### src/rtl/hss_pkg.sv
// Package for the hardwired safety shut-off interlock: registers, fields, timing
`default_nettype none
package hss_pkg;
  localparam int unsigned CLK_HZ = 200_000_000;
  // Timing figures as printed, in their own units
  localparam int unsigned GLITCH_US = 500;
  localparam int unsigned SHUTOFF_MS = 8;
  localparam int unsigned SKEW_S = 10;
  // Glitch filter: an off pulse of 0.5 ms or less is ignored
  localparam int unsigned GLITCH_CYC = (CLK_HZ / 1_000_000) * GLITCH_US;
  localparam int unsigned SHUTOFF_CYC = (CLK_HZ / 1000) * SHUTOFF_MS;
  localparam longint unsigned SKEW_CYC = longint'(CLK_HZ) * SKEW_S;
  localparam int CNT_W = 32;
  // Register byte offsets
  localparam logic [7:0] ADDR_CTRL = 8'h00;
  localparam logic [7:0] ADDR_STAT = 8'h04;
  // Control register fields
  localparam int CTRL_SERVO_ON = 0;
  localparam int CTRL_MAINS_OK = 1;
  localparam int CTRL_STOP_MODE = 2;
  localparam int CTRL_UTIL_REQ = 3;
  localparam int CTRL_ALM_CLR = 4;
  localparam int CTRL_FAULT = 5;
  localparam int CTRL_BRK_LO = 8;
  localparam int BRK_W = 16;
  // Status register fields
  localparam int STAT_STATE_LO = 0;
  localparam int STAT_READY = 4;
  localparam int STAT_TALARM = 5;
  localparam int STAT_IN_A = 6;
  localparam int STAT_IN_B = 7;
  localparam int STAT_MON = 8;
  localparam int STAT_UTIL = 9;
  localparam int STAT_DRIVE = 10;
  localparam logic [1:0] RESP_OKAY = 2'h0;
  localparam logic [1:0] RESP_SLVERR = 2'h2;
  typedef enum logic [3:0]
  {
    ST_IDLE = 4'h1,
    ST_RUN = 4'h2,
    ST_BRAKE = 4'h4,
    ST_SHUTOFF = 4'h8
  } hss_state_t;
endpackage : hss_pkg
`default_nettype wire

### src/rtl/hss_interlock.sv
// Safety shut-off interlock with AXI4-Lite control and status registers
//
// Overview of operation
// - Either channel alone disables power drive
// - Any input off enters shut-off, no current
// - Both on plus servo off returns idle
// - Servo-on during off keeps shut-off
// - Idle without mains holds until mains on
// - Single channel off over 10 s alarms
// - Power removed within 8 ms of off
// - Off pulses of 0.5 ms ignored by state and monitor, not by drive enables
// - Utility function aborted, needs re-entry
// - Shut-off rejects servo on, ready low
// - Ready only when both on, idle
// - Shut-off drops brake release immediately
// - Stop by configured dynamic brake or coast
// - No fault output during shut-off
// - Monitor on only when both off
// - Monitor on within 8 ms of off
`default_nettype none
module hss_interlock
  import hss_pkg::*;
(
  input wire logic clock, // 200 MHz drive clock
  input wire logic rst_b, // Async reset, active low
  input wire logic safety_input_a, // Channel A, high = on
  input wire logic safety_input_b, // Channel B, high = on
  input wire logic [7:0] s_axi_awaddr, // Write address
  input wire logic s_axi_awvalid, // Write address valid
  output logic s_axi_awready, // Write address ready
  input wire logic [31:0] s_axi_wdata, // Write data
  input wire logic [3:0] s_axi_wstrb, // Write byte strobes
  input wire logic s_axi_wvalid, // Write data valid
  output logic s_axi_wready, // Write data ready
  output logic [1:0] s_axi_bresp, // Write response
  output logic s_axi_bvalid, // Write response valid
  input wire logic s_axi_bready, // Write response ready
  input wire logic [7:0] s_axi_araddr, // Read address
  input wire logic s_axi_arvalid, // Read address valid
  output logic s_axi_arready, // Read address ready
  output logic [31:0] s_axi_rdata, // Read data
  output logic [1:0] s_axi_rresp, // Read response
  output logic s_axi_rvalid, // Read data valid
  input wire logic s_axi_rready, // Read data ready
  output logic drive_en_a, // Power stage enable, channel A
  output logic drive_en_b, // Power stage enable, channel B
  output logic dyn_brake_out, // Dynamic brake engaged
  output logic brake_release_out, // Holding brake released
  output logic fault_out, // Servo alarm output
  output logic external_monitor_out, // High when both channels off
  output logic safety_timing_alarm // Latched channel skew alarm
);

  typedef struct packed {
    logic [1:0] sync_a;
    logic [1:0] sync_b;
    logic filt_a;
    logic filt_b;
    logic [CNT_W-1:0] gl_a;
    logic [CNT_W-1:0] gl_b;
    logic [35:0] skew;
    logic talarm;
    hss_state_t st;
    logic [BRK_W-1:0] brk_cnt;
    logic [31:0] ctrl;
    logic util_run;
    logic util_lock;
    logic drive_a;
    logic drive_b;
    logic dyn;
    logic brk;
    logic fault;
    logic mon;
    logic aw_got;
    logic w_got;
    logic [7:0] awaddr;
    logic [31:0] wdata;
    logic [3:0] wstrb;
    logic bvalid;
    logic [1:0] bresp;
    logic rvalid;
    logic [31:0] rdata;
    logic [1:0] rresp;
  } hss_regs_t;

  hss_regs_t q, d;
  logic servo_on, mains_ok, util_req, alm_clr, fault_req, stop_dyn;
  logic both_on, any_off, both_off;
  logic [31:0] stat;
  logic do_wr;

  // Control fields decoded from the software register
  assign servo_on = q.ctrl[CTRL_SERVO_ON];
  assign mains_ok = q.ctrl[CTRL_MAINS_OK];
  assign stop_dyn = q.ctrl[CTRL_STOP_MODE];
  assign util_req = q.ctrl[CTRL_UTIL_REQ];
  assign alm_clr = q.ctrl[CTRL_ALM_CLR];
  assign fault_req = q.ctrl[CTRL_FAULT];
  assign both_on = q.filt_a & q.filt_b;
  assign both_off = ~q.filt_a & ~q.filt_b;
  assign any_off = ~q.filt_a | ~q.filt_b;

  // Status word assembled from live state
  always_comb
  begin
    stat = '0;
    stat[STAT_STATE_LO +: 4] = q.st;
    stat[STAT_READY] = (q.st == ST_IDLE) & both_on & ~servo_on;
    stat[STAT_TALARM] = q.talarm;
    stat[STAT_IN_A] = q.filt_a;
    stat[STAT_IN_B] = q.filt_b;
    stat[STAT_MON] = q.mon;
    stat[STAT_UTIL] = q.util_run;
    stat[STAT_DRIVE] = q.drive_a;
  end

  // Next-state logic for the whole block
  always_comb
  begin
    d = q;
    d.sync_a = {q.sync_a[0], safety_input_a};
    d.sync_b = {q.sync_b[0], safety_input_b};
    // Off glitch filter
    // On is taken at once; off only once it outlasts the glitch window
    if (q.sync_a[1])
    begin
      d.gl_a = '0;
      d.filt_a = 1'b1;
    end
    else if (q.gl_a > CNT_W'(GLITCH_CYC))
      d.filt_a = 1'b0;
    else
      d.gl_a = q.gl_a + 1'b1;
    if (q.sync_b[1])
    begin
      d.gl_b = '0;
      d.filt_b = 1'b1;
    end
    else if (q.gl_b > CNT_W'(GLITCH_CYC))
      d.filt_b = 1'b0;
    else
      d.gl_b = q.gl_b + 1'b1;

    if (q.filt_a == q.filt_b)
      d.skew = '0;
    else if (q.skew < 36'(SKEW_CYC))
      d.skew = q.skew + 1'b1;
    // Latched alarm, set wins over clear
    if (alm_clr)
      d.talarm = 1'b0;
    if (q.filt_a != q.filt_b && q.skew >= 36'(SKEW_CYC) - 36'h1)
      d.talarm = 1'b1;
    d.ctrl[CTRL_ALM_CLR] = 1'b0;

    // Operating state machine
    unique case (q.st)
      ST_IDLE:
        if (any_off)
          d.st = ST_SHUTOFF;
        else if (servo_on && mains_ok)
          d.st = ST_RUN;
      ST_RUN:
        if (any_off)
          d.st = ST_SHUTOFF;
        else if (!servo_on)
        begin
          d.st = ST_BRAKE;
          d.brk_cnt = q.ctrl[CTRL_BRK_LO +: BRK_W];
        end
      ST_BRAKE:
        if (any_off)
          d.st = ST_SHUTOFF;
        else if (q.brk_cnt == '0)
          d.st = ST_IDLE;
        else
          d.brk_cnt = q.brk_cnt - 1'b1;
      ST_SHUTOFF:
        // Recover only with both on and servo off
        // Main power absence resolves the same way
        if (both_on && !servo_on)
          d.st = ST_IDLE;
      default:
        d.st = ST_SHUTOFF;
    endcase

    // Utility run aborts on shut-off and needs re-entry
    if (!util_req)
      d.util_lock = 1'b0;
    if (d.st == ST_SHUTOFF)
    begin
      d.util_run = 1'b0;
      d.util_lock = 1'b1;
    end
    else if (util_req && !q.util_lock)
      d.util_run = 1'b1;
    else if (!util_req)
      d.util_run = 1'b0;

    // Each channel gates its own drive enable
    // Drive dropped when leaving powered states
    // Removal takes a few cycles, far under 8 ms
    d.drive_a = q.sync_a[1] & q.filt_a & (d.st == ST_RUN || d.st == ST_BRAKE);
    d.drive_b = q.sync_b[1] & q.filt_b & (d.st == ST_RUN || d.st == ST_BRAKE);
    // Stop mode picks dynamic brake or coast
    d.dyn = (d.st == ST_SHUTOFF) & stop_dyn;
    // Brake release cut with no delay in shut-off
    d.brk = (d.st == ST_RUN) | ((d.st == ST_BRAKE) & (q.st != ST_SHUTOFF));
    d.fault = fault_req & (d.st != ST_SHUTOFF);
    // Monitor only on both filtered inputs off
    // Asserted just over 0.5 ms after off, once the glitch filter drops both, well under 8 ms
    d.mon = both_off;

    // AXI4-Lite write: address and data taken in either order
    do_wr = q.aw_got & q.w_got & ~q.bvalid;
    if (s_axi_awvalid && !q.aw_got)
    begin
      d.aw_got = 1'b1;
      d.awaddr = s_axi_awaddr;
    end
    if (s_axi_wvalid && !q.w_got)
    begin
      d.w_got = 1'b1;
      d.wdata = s_axi_wdata;
      d.wstrb = s_axi_wstrb;
    end
    if (do_wr)
    begin
      d.aw_got = 1'b0;
      d.w_got = 1'b0;
      d.bvalid = 1'b1;
      d.bresp = RESP_SLVERR;
      if (q.awaddr[7:2] == ADDR_CTRL[7:2])
      begin
        d.bresp = RESP_OKAY;
        for (int i = 0; i < 4; i++)
          if (q.wstrb[i])
            d.ctrl[i*8 +: 8] = q.wdata[i*8 +: 8];
      end
      else if (q.awaddr[7:2] == ADDR_STAT[7:2])
        d.bresp = RESP_OKAY;
    end
    if (q.bvalid && s_axi_bready)
      d.bvalid = 1'b0;

    // AXI4-Lite read: one cycle to answer
    if (s_axi_arvalid && !q.rvalid)
    begin
      d.rvalid = 1'b1;
      d.rresp = RESP_OKAY;
      if (s_axi_araddr[7:2] == ADDR_CTRL[7:2])
        d.rdata = q.ctrl;
      else if (s_axi_araddr[7:2] == ADDR_STAT[7:2])
        d.rdata = stat;
      else
      begin
        d.rdata = '0;
        d.rresp = RESP_SLVERR;
      end
    end
    else if (q.rvalid && s_axi_rready)
      d.rvalid = 1'b0;
  end

  // State register; reset enters shut-off with inputs seen off
  always_ff @(posedge clock or negedge rst_b)
  begin
    if (!rst_b)
    begin
      q <= '0;
      q.st <= ST_SHUTOFF;
    end
    else
      q <= d;
  end

  // Outputs straight from flip-flops
  assign s_axi_awready = ~q.aw_got;
  assign s_axi_wready = ~q.w_got;
  assign s_axi_bvalid = q.bvalid;
  assign s_axi_bresp = q.bresp;
  assign s_axi_arready = ~q.rvalid;
  assign s_axi_rvalid = q.rvalid;
  assign s_axi_rdata = q.rdata;
  assign s_axi_rresp = q.rresp;
  assign drive_en_a = q.drive_a;
  assign drive_en_b = q.drive_b;
  assign dyn_brake_out = q.dyn;
  assign brake_release_out = q.brk;
  assign fault_out = q.fault;
  assign external_monitor_out = q.mon;
  assign safety_timing_alarm = q.talarm;

endmodule : hss_interlock
`default_nettype wire

### config.mk
export PLATFORM = sky130hd
export DESIGN_NAME = hss_interlock
export DESIGN_NICKNAME = d
export VERILOG_FILES = /design/src/rtl/hss_pkg.sv /design/src/rtl/hss_interlock.sv
export SDC_FILE = /design/constraint.sdc
export NUM_CORES = 1
export LEC_CHECK = 0
export BUFFER_PORTS_ARGS = -buffer_cell sky130_fd_sc_hd__buf_2
export CAP_MARGIN = 20
export CORE_MARGIN = 3
export CORE_UTILIZATION = 40
export CTS_CLUSTER_SIZE = 24
export DETAILED_ROUTE_END_ITERATION = 7
export GPL_TIMING_DRIVEN = 0
export HOLD_SLACK_MARGIN = 0.1
export PLACE_DENSITY = 0.62
export SLEW_MARGIN = 20
export SYNTH_ARGS = -nofsm -noshare
export SYNTH_HDL_FRONTEND = slang
export SYNTH_SLANG_ARGS = --single-unit
### constraint.sdc
create_clock -name clock -period 5.7 [get_ports clock]
set_input_delay 0.855 -clock clock [delete_from_list [all_inputs] [get_ports clock]]
set_output_delay 0.855 -clock clock [all_outputs]
set_load 0.01 [all_outputs]
# == Word level (Yosys, flattened, before mapping) ==
# Index checks and enable logic that the tools add are counted.
# op_classes
addsub,4
n_lt_le_gt_ge,4
n_eq_ne,21
n_mux,44
n_bitwise,22
reduce_logical,32
# ops
operator,count
$mux W32,5
$mux W36,2
$add A32 B1 Y32 const B,2
$gt A32 B17 Y1 const B,2
$mux W16,3
$add A36 B1 Y36 const B,1
$ge A36 B31 Y1 const B,1
$lt A36 B31 Y1 const B,1
$pmux W16 S2,1
$mux W4,6
$mux W20,1
$reduce_bool A2 Y1,9
$logic_not A16 Y1,1
$pmux W4 S4,1
$sub A16 B1 Y16 const B,1
$mux W1,15
$mux W5,3
$and A1 B1 Y1,13
$eq A6 B1 Y1 const B,2
$logic_not A6 Y1,2
$ne A2 B2 Y1 const B,6
$reduce_and A3 Y1,4
$mux W11,1
$mux W2,5
other kinds (16),39
# totals
register_bits,251
in_bits,61

# == Logic depth before layout (Yosys ltp) ==
# logic_depth
depth_word,7
ltp_mapped,8

# == Worst setup path before layout ==
# Ideal clock, no wire load.
# synth_timing
kind,register to register
startpoint,register q[143] (netlist name)
endpoint,register q (netlist bit drive_en_a)
setup_time_ns,0.120
t_arrival_ns,2.123
t_required_ns,5.580
slack_ns,3.457
path_stages_with_launch,9
period_less_slack_ns,2.243
cell_sequence,dfstp_2 clkbuf_1 or4b_1 clkbuf_1 a31oi_1 o31ai_4 inv_4 or2_4 and3_1
# synth_lines
element,line,source
start: declaration,hss_interlock.sv:86,"hss_regs_t q, d;"

# == Worst setup path after layout ==
# layout_timing
startpoint,register q[143] (netlist name)
endpoint,register q[130] (netlist name)
# layout_between
elab_chain_cells,3
elab_cells_between_ends,9
cone_classes,6 x eq/ne; 1 x mux; 2 x reduce/logical
# layout_lines
element,line,source
$eq A4 B3 Y1 / $eq A4 B2 Y1 (equally long branches),hss_interlock.sv:156,unique case (q.st)
$ne A2 B2 Y1 (no line) / $reduce_bool A2 Y1 (equally long branches),n/a,
$reduce_and A5 Y1 (no line),n/a,
# Several ways; a longest one is shown, not always the timed one.
# A chain may end at the register's enable or synchronous reset.

==> qor.csv <==
metric;value;unit
# setup viols final;0;
via count;8202;
Crit. End Element;flop;
final net count;1226;
full die area;0.03015;mm²
largest reg by FF count;q;
GRT overflow;0;
synth warn;0;
Core ar.;0.02725;mm²
commonest non-fill, non-tap cell in the layout;dfrtp_1;
Initial DRC Count;512;
synthesized area;0.01124;mm²
total negative setup slack;0;ns
final cell count without fillers;1549;
Pint;3.462;mW
PwrDens;352.4;mW/mm²
global-route wire length before repair;42070;µm
max frequency;366.7;MHz
crit path time final;2.727;ns
CTS Root Cell;clkbuf_16;
CP required;6.09;ns
Post-CTS Setup Repair Bufs;0;
crit path max-delay cell type;o31ai_4;
P_leak;5.947;nW
global routing usage on met2;28.01;%
area growth from synthesis to layout;17.24;%
GRT Max-Usage Layer;met2;
Min Hold Slack;0.2580;ns
status;finished clean;
synth top area cells;dfrtp_1, mux2_2, o21ai_0, a21oi_1, buf_4;
Die W;173.6;µm
CTS Buffer Depth;3;
total power;4.643;mW
I/O pins;109;
max reg flops;199;
clock sink total;247;
path category of the worst min-delay check;primary input to asynchronous set/reset pin;
Cells after Synth;1023;
Rel. slew slack;39.59;%
largest net degree at the start of global routing;94;
ANT cells;0;
clock skew;0.01664;ns
Net Sw Frac;25.44;%
Final Hold Viols;0;
reg2reg path depth;7;
remaining antenna violation count;0;
clk slew on worst S/H paths;0.06;ns
Tightest Pin Transition;0.8935;ns
Arrival @ worst endpoint;3.11;ns
CTS Hold Bufs;0;
Avg Cell Area, Syn;10.99;µm²
CP startpoint kind;flop;
cts repair resizes;0;
M3 GR Usage;2.562;%
final period utilization;47.84;%
cell type with the largest total area after synthesis;dfrtp_1;
CP Max Fanout;10;
register area share after synthesis;55.00;%
Flop pwr share;48.0;%
via density per instance;5.295;
layout cells sized above 1;23.11;%
gr usage total;16.68;%
# rows;60;
Starting Density;41.24;%
critical path class;flop to flop;
Async S/R FF share, synth;100.0;%
slowest stage delay, CP;0.53;ns
H-tree Lvls;1;
Slew Limit Fails;0;
P_sw;1.181;mW
top_reg_cell synth;dfrtp_1;
RSZ-0062 raised after global routing;no;
GPL Wtd Cong;0.8408;
synth unique cells;67;
HPWL Detailed;17520;µm
vias in the first global route;8107;
synthesized flop and latch total;247;
CTS tree;yes;
final WL;24930;µm
cell breakdown of the critical path;clkbuf_1 > or4b_1 > clkbuf_1 > a31oi_1 > o31ai_4 > clkbuf_1 > o21ai_0;
GR met1 Demand/Resource;22.90;%
most frequent cells in the layout;dfrtp_1, buf_2, mux2_2;
Yosys top cell area share;54.77;%
Finished Core Util;48.36;%
clock share of power;37.6;%
EDFF count, synth;0;
DIE HEIGHT;173.6;µm
reg-to-reg slack, setup;2.97;ns
clock buffer count from CTS;27;
IO Port Bufs;102;
Most Frequent Cell on Critical Path;clkbuf_1;
drt drc;0;
clock latency on the worst-skew pair;0.53;ns
Logic pwr share;14.4;%
Worst IR Drop VDD;193.2;µV
routed length per placed instance;16.09;µm
TritonRoute pass-1 iters;6;
placed cells;1500;
MaxCap Viol Count;0;
initial antenna violation count;1;
[worst paths after layout]
| kind | start | endpoint |
|---|---|---|
| worst max-delay path | q[143]$_DFF_PN1_ | q[130]$_DFFE_PN0P_ |
| worst min register to register | d[250]$_DFF_PN0_ | q[250]$_DFF_PN0_ |
| worst min-delay path | rst_b | q[59]$_DFFE_PN0P_ |
| min in group clock | d[250]$_DFF_PN0_ | q[250]$_DFF_PN0_ |
| worst max register to register | q[143]$_DFF_PN1_ | q[130]$_DFFE_PN0P_ |
| max in group asynchronous | rst_b | q[143]$_DFF_PN1_ |
[critical path, delay by kind of cell, from the launching register on]
kind / cells / cell delay, ns
buf+inv: 3 / 1.03
compound gates: 3 / 0.88
flops: 1 / 0.51
simple gates: 1 / 0.18
[final cells by class]
cell class / instances / area (µm²)
clock buffers: 39 / 760.7
inverters: 36 / 137.6
fillers: 2529 / 14070
flip-flops and latches: 247 / 6182
multi-input cells: 660 / 4478
clock inverters: 10 / 132.6
plain buffers: 81 / 445.4
repair buffers: 104 / 575.6
well taps: 372 / 465.4
[cell usage after synthesis, drive strengths merged (3+ instances only)]
cell type and instances:
inv 35, o31ai 20, or4 19, xor2 5, nand4 23, a21o 5
a31oi 8, clkbuf 39, buf 42, or3 20, ha 8, o21ai 56
nand3 34, o21a 3, nor4 25, and2 10, nor3 12, xnor2 4
o22a 3, and4 5, nand2b 13, a21oi 55, dfrtp 246, o211ai 3
nand2 59, nor2b 42, mux2 76, nor3b 7, a22o 22, mux2i 24
nor2 50, nor4b 3, and3 12
[cells by family (layout without fill, tap and decap cells)]
family,count (synthesis),after routing,synth area share (%)
xor+xnor,9,9,0.7013
simple gates,344,344,17.11
compound gates,197,197,11.32
flops,247,247,55.00
buf+inv,117,270,5.187
fa+ha+maj,8,8,0.8906
other cells,1,2,0.03336
mux,100,100,9.752
[stage by stage]
step / setup WS [ns] / area (µm²)
after floorplan: 3.457 / 11240
after global placement: -0.7594 / 12220
after detailed placement: 2.939 / 12280
after CTS: 2.934 / 13180
after global routing: 2.643 / 13180
final: 2.973 / 13180
[layer usage]
metal  up-vias  part of all wire (%)
li1       3939                     -
met1      4048                    45
met2       173                    48
met3        40                   4.3
met4         2                   2.2
met5         -                 0.028
[power by group through the flow]
stage	combinational, mW	sequential, mW	clock (mW)
4_1_cts	0.685	2.23	1.79
5_1_grt	0.755	2.27	1.86
6_report	0.670	2.23	1.74
3_3_place_gp	0.654	2.25	0
3_5_place_dp	0.677	2.26	0
2_1_floorplan	0.496	2.20	0
(Power assumes the default switching activity.)
